File: config.mk
export PLATFORM = sky130hd
export DESIGN_NAME = rvt_ring_timer
export DESIGN_NICKNAME = d
export VERILOG_FILES = /design/src/rvt_pkg.sv /design/src/rvt_tick.sv /design/src/rvt_ring_timer.sv
export SDC_FILE = /design/constraint.sdc
export NUM_CORES = 1
export LEC_CHECK = 0
export ABC_AREA = 0
export BUFFER_PORTS_ARGS = -buffer_cell sky130_fd_sc_hd__buf_2
export CORE_MARGIN = 1
export CORE_UTILIZATION = 61
export DETAILED_ROUTE_END_ITERATION = 10
export GPL_TIMING_DRIVEN = 0
export PLACE_DENSITY = 0.84
export SYNTH_ARGS = -nofsm -noshare
export SYNTH_HDL_FRONTEND = slang
export SYNTH_HIERARCHICAL = 1
export SYNTH_SLANG_ARGS = --single-unit
File: constraint.sdc
create_clock -name clock -period 4.5 [get_ports clock]
set_input_delay 0.675 -clock clock [delete_from_list [all_inputs] [get_ports clock]]
set_output_delay 0.675 -clock clock [all_outputs]
set_load 0.005 [all_outputs]
File: src/rvt_pkg.sv
// Constants, types and decoders shared by the ring validation timer
package rvt_pkg;

  // ------------------------------------------------------------
  // Clock and step timing
  // ------------------------------------------------------------
  localparam int unsigned RVT_CLOCK_PERIOD_NS = 100;
  localparam int unsigned RVT_STEP_NS = 2000000;
  localparam int unsigned RVT_STEP_MS = 2;
  localparam int unsigned RVT_TICK_CYCLES = RVT_STEP_NS / RVT_CLOCK_PERIOD_NS;

  // ------------------------------------------------------------
  // Field layout of the ring validation control byte
  // ------------------------------------------------------------
  localparam int unsigned RVT_MAXCNT_LSB = 0;
  localparam int unsigned RVT_MAXCNT_MSB = 3;
  localparam int unsigned RVT_TIMEOUT_LSB = 4;
  localparam int unsigned RVT_TIMEOUT_MSB = 7;
  localparam int unsigned RVT_ASSERT_W = 6;
  localparam int unsigned RVT_FIELD_W = 4;
  localparam int unsigned RVT_END_W = 10;

  // ------------------------------------------------------------
  // Ring end timeout figures
  // ------------------------------------------------------------
  localparam int unsigned RVT_TIMEOUT_CODE0_MS = 80;
  localparam int unsigned RVT_TIMEOUT_UNIT_MS = 128;
  localparam logic [RVT_END_W-1:0] RVT_END_RESET = 10'h000;
  localparam logic [RVT_ASSERT_W-1:0] RVT_TIMER_RESET = 6'h00;

  typedef enum logic [0:0] {
    RVT_IDLE = 1'b0,
    RVT_QUAL = 1'b1
  } rvt_state_t;

  typedef struct packed {
    logic [RVT_ASSERT_W-1:0] assert_time;
    logic [7:0] control;
  } rvt_cfg_t;

  typedef struct packed {
    logic ring_active;
    logic ring_valid;
    logic accepted;
    logic reject_high;
    logic reject_low;
    logic ring_end;
    logic [RVT_ASSERT_W-1:0] timer;
  } rvt_status_t;

  // Code 0 is 80 ms, every other code n is n x 128 ms; result in 2 ms steps
  function automatic logic [RVT_END_W-1:0] rvt_timeout_steps(input logic [RVT_FIELD_W-1:0] code);
    int unsigned ms;
    ms = (code == 4'h0) ? RVT_TIMEOUT_CODE0_MS : RVT_TIMEOUT_UNIT_MS * int'(code);
    return RVT_END_W'(ms / RVT_STEP_MS);
  endfunction

endpackage

File: src/rvt_tick.sv
// Step generator: one pulse per 2 ms step, realigned on each ring event
`timescale 1ns/1ps
module rvt_tick #(
  parameter int unsigned TICK_CYCLES = rvt_pkg::RVT_TICK_CYCLES
) (
  input wire logic clock,
  input wire logic srst,
  input wire logic restart,
  output logic tick
);

  localparam int unsigned CW = $clog2(TICK_CYCLES);
  localparam logic [CW-1:0] LAST = CW'(TICK_CYCLES - 1);

  logic [CW-1:0] cnt_r;

  generate
    if (TICK_CYCLES < 2)
    begin : g_bad
      $error("rvt_tick: TICK_CYCLES must be at least 2");
    end
  endgenerate

  // Restart keeps the first step after an event a whole step long
  always_ff @(posedge clock)
  begin
    if (srst || restart)
      cnt_r <= '0;
    else if (cnt_r == LAST)
      cnt_r <= '0;
    else
      cnt_r <= cnt_r + CW'(1);
  end

  always_ff @(posedge clock)
  begin
    if (srst)
      tick <= 1'b0;
    else
      tick <= !restart && (cnt_r == LAST);
  end

endmodule // rvt_tick

File: src/rvt_ring_timer.sv
// Ring validation timer: qualifies ring crossing events by their spacing
// Functional notes
// - Bits 3:0 hold the maximum count
// - Each crossing reloads timer, then counts down
// - Timer above maximum count rejects ring
// - Assertion time and maximum count fields count 2 ms steps
// - Crossing after timer expiry rejects ring
// - Bits 7:4 set ring end timeout
`timescale 1ns/1ps
module rvt_ring_timer #(
  parameter int unsigned TICK_CYCLES = rvt_pkg::RVT_TICK_CYCLES
) (
  input wire logic clock,
  input wire logic srst,
  input wire logic ring_crossing,
  input wire rvt_pkg::rvt_cfg_t cfg,
  output rvt_pkg::rvt_status_t status
);

  // ------------------------------------------------------------
  // Declarations
  // ------------------------------------------------------------
  rvt_pkg::rvt_state_t state_r;
  logic sync_a_r;
  logic sync_b_r;
  logic sync_c_r;
  logic evt;
  logic tick;
  logic [rvt_pkg::RVT_ASSERT_W-1:0] timer_r;
  logic [rvt_pkg::RVT_END_W-1:0] end_cnt_r;
  logic [rvt_pkg::RVT_FIELD_W-1:0] max_count;
  logic [rvt_pkg::RVT_FIELD_W-1:0] end_code;
  logic too_high;
  logic too_low;
  logic end_hit;
  logic valid_r;
  logic accepted_r;
  logic reject_high_r;
  logic reject_low_r;
  logic ring_end_r;

  generate
    if (TICK_CYCLES < 2)
    begin : g_bad
      $error("rvt_ring_timer: TICK_CYCLES must be at least 2");
    end
  endgenerate

  // ------------------------------------------------------------
  // Crossing input synchroniser and edge
  // ------------------------------------------------------------
  always_ff @(posedge clock)
  begin
    if (srst)
    begin
      sync_a_r <= 1'b0;
      sync_b_r <= 1'b0;
      sync_c_r <= 1'b0;
    end
    else
    begin
      sync_a_r <= ring_crossing;
      sync_b_r <= sync_a_r;
      sync_c_r <= sync_b_r;
    end
  end

  assign evt = sync_b_r && !sync_c_r;

  rvt_tick #(
    .TICK_CYCLES(TICK_CYCLES)
  ) u_tick (
    .clock(clock),
    .srst(srst),
    .restart(evt),
    .tick(tick)
  );

  // ------------------------------------------------------------
  // Field decode
  // ------------------------------------------------------------
  // Maximum count field
  assign max_count = cfg.control[rvt_pkg::RVT_MAXCNT_MSB:rvt_pkg::RVT_MAXCNT_LSB];
  assign end_code = cfg.control[rvt_pkg::RVT_TIMEOUT_MSB:rvt_pkg::RVT_TIMEOUT_LSB];

  // Remaining time above maximum count means crossings too close
  assign too_high = (timer_r != '0) && (timer_r > {2'h0, max_count});
  // Timer already run out means crossings too far apart
  assign too_low = (timer_r == '0);
  assign end_hit = (state_r == rvt_pkg::RVT_QUAL) && tick && !evt
                   && (end_cnt_r == rvt_pkg::RVT_END_W'(1));

  // ------------------------------------------------------------
  // Qualification state
  // ------------------------------------------------------------
  always_ff @(posedge clock)
  begin
    if (srst)
      state_r <= rvt_pkg::RVT_IDLE;
    else
      unique case (state_r)
        rvt_pkg::RVT_IDLE:
          if (evt)
            state_r <= rvt_pkg::RVT_QUAL;
        rvt_pkg::RVT_QUAL:
          if (end_hit)
            state_r <= rvt_pkg::RVT_IDLE;
      endcase
  end

  // ------------------------------------------------------------
  // Ring timer
  // ------------------------------------------------------------
  // Reload on crossing, count down per step
  always_ff @(posedge clock)
  begin
    if (srst)
      timer_r <= rvt_pkg::RVT_TIMER_RESET;
    else if (evt)
      timer_r <= cfg.assert_time;
    else if (tick && state_r == rvt_pkg::RVT_QUAL && timer_r != '0)
      timer_r <= timer_r - rvt_pkg::RVT_ASSERT_W'(1);
  end

  // ------------------------------------------------------------
  // Ring end timer
  // ------------------------------------------------------------
  // Timeout restarts from latest crossing
  always_ff @(posedge clock)
  begin
    if (srst)
      end_cnt_r <= rvt_pkg::RVT_END_RESET;
    else if (evt)
      end_cnt_r <= rvt_pkg::rvt_timeout_steps(end_code);
    else if (tick && state_r == rvt_pkg::RVT_QUAL && end_cnt_r != '0)
      end_cnt_r <= end_cnt_r - rvt_pkg::RVT_END_W'(1);
  end

  always_ff @(posedge clock)
  begin
    if (srst)
      ring_end_r <= 1'b0;
    else
      ring_end_r <= end_hit;
  end

  // ------------------------------------------------------------
  // Verdicts
  // ------------------------------------------------------------
  // Judge each later crossing against remaining time
  always_ff @(posedge clock)
  begin
    if (srst)
    begin
      accepted_r <= 1'b0;
      reject_high_r <= 1'b0;
      reject_low_r <= 1'b0;
    end
    else
    begin
      accepted_r <= evt && state_r == rvt_pkg::RVT_QUAL && !too_high && !too_low;
      reject_high_r <= evt && state_r == rvt_pkg::RVT_QUAL && too_high;
      reject_low_r <= evt && state_r == rvt_pkg::RVT_QUAL && too_low;
    end
  end

  // A rejected crossing still starts a fresh interval, so a ring can recover
  always_ff @(posedge clock)
  begin
    if (srst)
      valid_r <= 1'b0;
    else if (reject_high_r || reject_low_r || ring_end_r)
      valid_r <= 1'b0;
    else if (accepted_r)
      valid_r <= 1'b1;
  end

  assign status.ring_active = (state_r == rvt_pkg::RVT_QUAL);
  assign status.ring_valid = valid_r;
  assign status.accepted = accepted_r;
  assign status.reject_high = reject_high_r;
  assign status.reject_low = reject_low_r;
  assign status.ring_end = ring_end_r;
  assign status.timer = timer_r;
endmodule // rvt_ring_timer

Yosys cells after proc, flatten, opt, wreduce, memory -nomap -nowiden
Cells that the tools add are included.
- register bits: 41
- bits of input ports: 17
- logic and storage cells: 56
- output and inout bits: 12
- reduce and logical (&&, ||, !) cells: 28
- equal/unequal tests: 2
- add/subtract/negate cells: 3
- bitwise gates (word level): 1
- $lt $le $gt $ge: 1
- muxes and demuxes: 8
- operators with widths (operator ; count):
    10-bit two-way mux ; 2
    15-bit by 1-bit adder with 15-bit output, second input constant ; 1
    15-bit == test, second input constant ; 1
    1-bit logical AND ; 13
    6-bit two-way mux ; 2
    11-bit two-way mux ; 1
    10-bit by 1-bit == test with 1-bit output, second input constant ; 1
    10-bit nonzero test ; 1
    10-bit by 1-bit subtractor with 10-bit output, second input constant ; 1
    6-bit by 4-bit > comparator with 1-bit output ; 1
    6-bit zero test ; 1
    6-bit nonzero test ; 1
    6-bit by 1-bit subtractor with 6-bit output, second input constant ; 1
    1-bit zero test ; 4
    4-bit zero test ; 1
    2-bit nonzero test ; 2
    2-bit OR reduction ; 2
    1-bit logical OR ; 3
    1-bit two-way mux ; 2
    1-bit one-hot mux with 2 select lines ; 1
    1-bit NOT ; 1

Depth between registers and ports, before layout
- word-level depth: 7
- mapped depth: 8
- depth with buffers taken out: 6

Modules after synthesis
The synthesis kept the hierarchy.
- by module, submodules not included (module ; times used ; sequential area each (um2) ; cells each ; area each (um2)):
    rvt_ring_timer ; 1 ; 500.5 ; 167 ; 1430.1
    rvt_tick ; 1 ; 320.3 ; 76 ; 719.4

Worst setup path after synthesis
Ideal clock, no wire load.
- kind: reg-to-reg
- start point: register end_cnt_r[0] (netlist name)
- end point: register end_cnt_r[4] (netlist name)
- cell stages (with the launch flop): 7
- setup time: 0.070 ns
- arrival: 1.704 ns
- data required time: 4.430 ns
- slack: 2.726 ns
- period minus slack after synthesis: 1.774 ns
- cells stage by stage: dfxtp_1 -> inv_1 -> ha_1 -> inv_1 -> or4_2 -> or3_1 -> a21oi_1
- longest elaborated chain between the ends: 3
- elaborated cells on any way between the ends: 6
- RTL lines (what ; RTL line ; source):
    from (decl) ; rvt_ring_timer.sv:30 ; logic [rvt_pkg::RVT_END_W-1:0] end_cnt_r;
    from (signal assigned) ; rvt_ring_timer.sv:132 ; end_cnt_r <= rvt_pkg::RVT_END_RESET;
    from (signal assigned) ; rvt_ring_timer.sv:134 ; end_cnt_r <= rvt_pkg::rvt_timeout_steps(end_code);
    from (signal assigned) ; rvt_ring_timer.sv:136 ; end_cnt_r <= end_cnt_r - rvt_pkg::RVT_END_W'(1);
    10-bit by 1-bit subtractor with 10-bit output or 10-bit nonzero test (tied branches) ; rvt_ring_timer.sv:136, rvt_ring_timer.sv:135 ;
    10-bit two-way mux or 1-bit logical AND (tied branches) ; rvt_ring_timer.sv:135 ; else if (tick && state_r == rvt_pkg::RVT_QUAL && end_cnt_r != '0)
    10-bit two-way mux or 2-bit nonzero test (tied branches) ; n/a ;
Parallel ways exist; a longest one is shown, timed or not. The select of a mux whose other input is x is not followed.
A chain may end at the register's enable or synchronous reset.

Worst setup path after layout
- start point: register sync_c_r
- end point: register u_tick.cnt_r[10]
- longest elaborated chain between the ends: 4
- RTL lines (what ; RTL line ; source):
    from (decl) ; rvt_ring_timer.sv:26 ; logic sync_c_r;
    from (signal assigned) ; rvt_ring_timer.sv:64 ; sync_c_r <= sync_b_r;
    1-bit zero test ; rvt_ring_timer.sv:68 ; assign evt = sync_b_r && !sync_c_r;
    1-bit logical AND ; rvt_ring_timer.sv:68 ;
    via evt ; rvt_ring_timer.sv:27 ; logic evt;
    1-bit logical OR ; rvt_tick.sv:27 ; if (srst || restart)
    2-bit OR reduction (no source line) ; n/a ;
    to (signal assigned) ; rvt_tick.sv:32 ; cnt_r <= cnt_r + CW'(1);
    to (decl) ; rvt_tick.sv:15 ; logic [CW-1:0] cnt_r;
The timed path passes the listed nets, and every way through them passes these cells.

==> flow_metrics.tcl <==
set metrics [dict create \
    finalSetupViolations 0 \
    critPathKind "reg2reg" \
    met3_length_um 264 \
    syn_inst 243 \
    hold_class "reg2reg" \
    drive_gt1_share_pct 21.9 \
    syn_avg_cell_area_um2 8.85 \
    io_pins 29 \
    cp-start-kind "register" \
    total_power_w 0.000761 \
    place_ws_ps 2520 \
    vias_per_cell 5.86 \
    met1_length_um 2040 \
    fp.dieArea_um2 3770 \
    drcViolationCount 0 \
    timing.rr.end "u_tick/cnt_r[10]" \
    grt_start_max_net_pins 15 \
    clock_latency_ps 360 \
    synthFlopType "dfxtp_1" \
    crit_fanout 11 \
    ys_seq_elements 41 \
    period_share_pct 45.4 \
    io_buffers 28 \
    whs_endpoint "sync_b_r" \
    end_kind "register" \
    postCtsSetupBuffers 0 \
    yosys_warnings 6 \
    drt-total-wl_um 4480 \
    drtIter0Drc 100 \
    r2r_slack_ps 2460 \
    grt_pass1_wl_um 7130 \
    synthArstFlopShare_pct 0 \
    tightest_slew_ps 671 \
    yosysSeqAreaShare_pct 38.2 \
    synth_area_leaders "dfxtp_1 (38%), xnor2_1 (6.1%), ha_1 (5.8%)" \
    finalHoldViolations 0 \
    clock-sinks 41 \
    maxSlewViolCount 0 \
    power_leakage_nw 0.960 \
    dp_hpwl_um 3130 \
    cts_tree "yes" \
    reg2reg_depth 8 \
    fmax_ghz 0.490 \
    vdd_drop_max_v 0.000197 \
    overflow 0 \
    crit_start "sync_c_r" \
    relSlewSlack_pct 55.2 \
    utilization_pct 73.0 \
    path_clk_slew_ps 120 \
    grtUsageTotal_pct 25.8 \
    cts-buffers-inserted 5 \
    mappedNetlistArea_um2 2150 \
    syn_to_final_growth_pct 14.1 \
    start_util_pct 63.9 \
    cts_root_buffer "clkbuf_4" \
    fp.dieH_um 61.4 \
    wl_met2_um 2080 \
    vias 1905 \
    hp-start "sync_a_r" \
    yosysTopAreaCell "dfxtp_1" \
    finalClockSkew_ps 15.4 \
    synth_edf_count 0 \
    num_antenna_cells 0 \
    yosysUniqueCellTypes 50 \
    cap_viol_max_count 0 \
    antenna_found_initial 0 \
    outcome "completed" \
    highest_layer "met4" \
    ant_nets 0 \
    arrival_ps 2340 \
    yosys.area.top_type_share_pct 38.2 \
    r2r-start "sync_c_r" \
    postCtsHoldBufs 0 \
    fin_nets 305 \
    crit_required_ps 4800 \
    rsz0062_at_grt "false" \
    tns_ps 0 \
    ctsLongestPathBuffers 2 \
    synth_fp_nets 270 \
    h-tree-depth 2 \
    wl_per_cell_um 13.8 \
    grt_pass1_vias 1641 \
    die_w_um 61.4 \
    final.min_clock_period_ps 2040 \
    gp_congestion 0.820 \
    first_pass_iters 4 \
    coreArea_um2 3360 \
    rows 21 \
    powerDensity_nw_per_um2 310 \
    worstHoldPathCells 1 \
    cts_resized 0 \
    setup_slack_ps 2460 \
]
==> final cells by class <==
cell class	count	area, µm²
Multi-Input combinational cell	175	1190
Tap cell	46	57.6
Clock inverter	3	68.8
Fill cell	278	910
Sequential cell	41	821
Clock buffer	5	37.5
Buffer	14	92.6
Inverter	13	48.8
Timing Repair Buffer	28	140
==> per-stage QoR <==
step | hold slack (ps) | cells | cell area (µm²)
after floorplan | 414 | 243 | 2150
after global placement | 419 | 317 | 2350
after detailed placement | 436 | 317 | 2350
after CTS | 462 | 325 | 2450
after global routing | 493 | 325 | 2450
final | 456 | 325 | 2450
==> synthesized netlist by cell type, types with 6 or more instances <==
cell      number
dfxtp_1       41
nor2_1        26
xnor2_1       15
inv_1         13
a21oi_1       11
ha_1          10
nor2_2        10
nor3_1         9
nor4_1         9
nand2_1        7
a211oi_1       6
buf_4          6
nand3_1        6
or3_1          6
==> worst max-delay path, stage by stage (launching register included) <==
cell and delay, ps:
dfxtp_1 320, nand2b_1 90, clkbuf_1 390, inv_1 250, clkbuf_1 310, nor2_1 270
nand2_4 110, buf_12 170, nor2_2 90
==> flip-flops by register name (all words and copies together) (netlist names) <==
register       cells
u_tick/cnt_r      15
end_cnt_r         10
timer_r            6
accepted_r         1
reject_high_r      1
reject_low_r       1
ring_end_r         1
state_r            1
sync_a_r           1
sync_b_r           1
sync_c_r           1
u_tick/tick        1
valid_r            1
==> report_power, final <==
group	switching (W)	internal, W	total [W]	leakage [nW]
Sequential	0.00000963	0.000371	0.000381	0.332
Clock	0.000129	0.000175	0.000304	0.0558
Combinational	0.0000421	0.0000341	0.0000763	0.571
Total	0.000181	0.000580	0.000761	0.960
==> how the worst max path moves through the flow <==
stage,end,slack (ps),depth (start not counted)
after floorplan,end_cnt_r[4],2730,6
final,u_tick/cnt_r[10],2460,8
after detailed placement,u_tick/cnt_r[13],2520,8
after global placement,u_tick/cnt_r[9],2580,8
after CTS,u_tick/cnt_r[6],2490,8
after global routing,u_tick/cnt_r[8],2310,8
==> placed cells by master, fill, tap and decap left out, types with 5 or more instances in the layout <==
cell type | Yosys | final
nor2_2 | 10 | 10
a21oi_1 | 11 | 11
dfxtp_1 | 41 | 41
nor2_1 | 26 | 26
clkbuf_4 | 0 | 5
buf_2 | 1 | 29
nor3_1 | 9 | 9
a211oi_1 | 6 | 6
or3_1 | 6 | 6
buf_4 | 6 | 6
nor2b_1 | 5 | 5
clkbuf_1 | 5 | 5
nand3_1 | 6 | 6
xnor2_1 | 15 | 15
inv_1 | 13 | 13
nor4_1 | 9 | 9
ha_1 | 10 | 10
nand2_1 | 7 | 7
nand4_1 | 5 | 5
==> cell families after synthesis <==
family / after synthesis / synth area share [%]
simple gates: 110 / 30.5
flops: 41 / 38.2
compound gates: 39 / 12.4
buf+inv: 27 / 6.58
xor+xnor: 16 / 6.52
fa+ha+maj: 10 / 5.82
==> per-layer routing <==
metal | global-route usage [%] | vias to the layer above
met4 | 8.89 | 0
met3 | 6.30 | 11
met1 | 32.7 | 884
met2 | 43.2 | 68
li1 | - | 942
met5 | 0 | -
No activity file was read; power rests on OpenSTA's default activity.
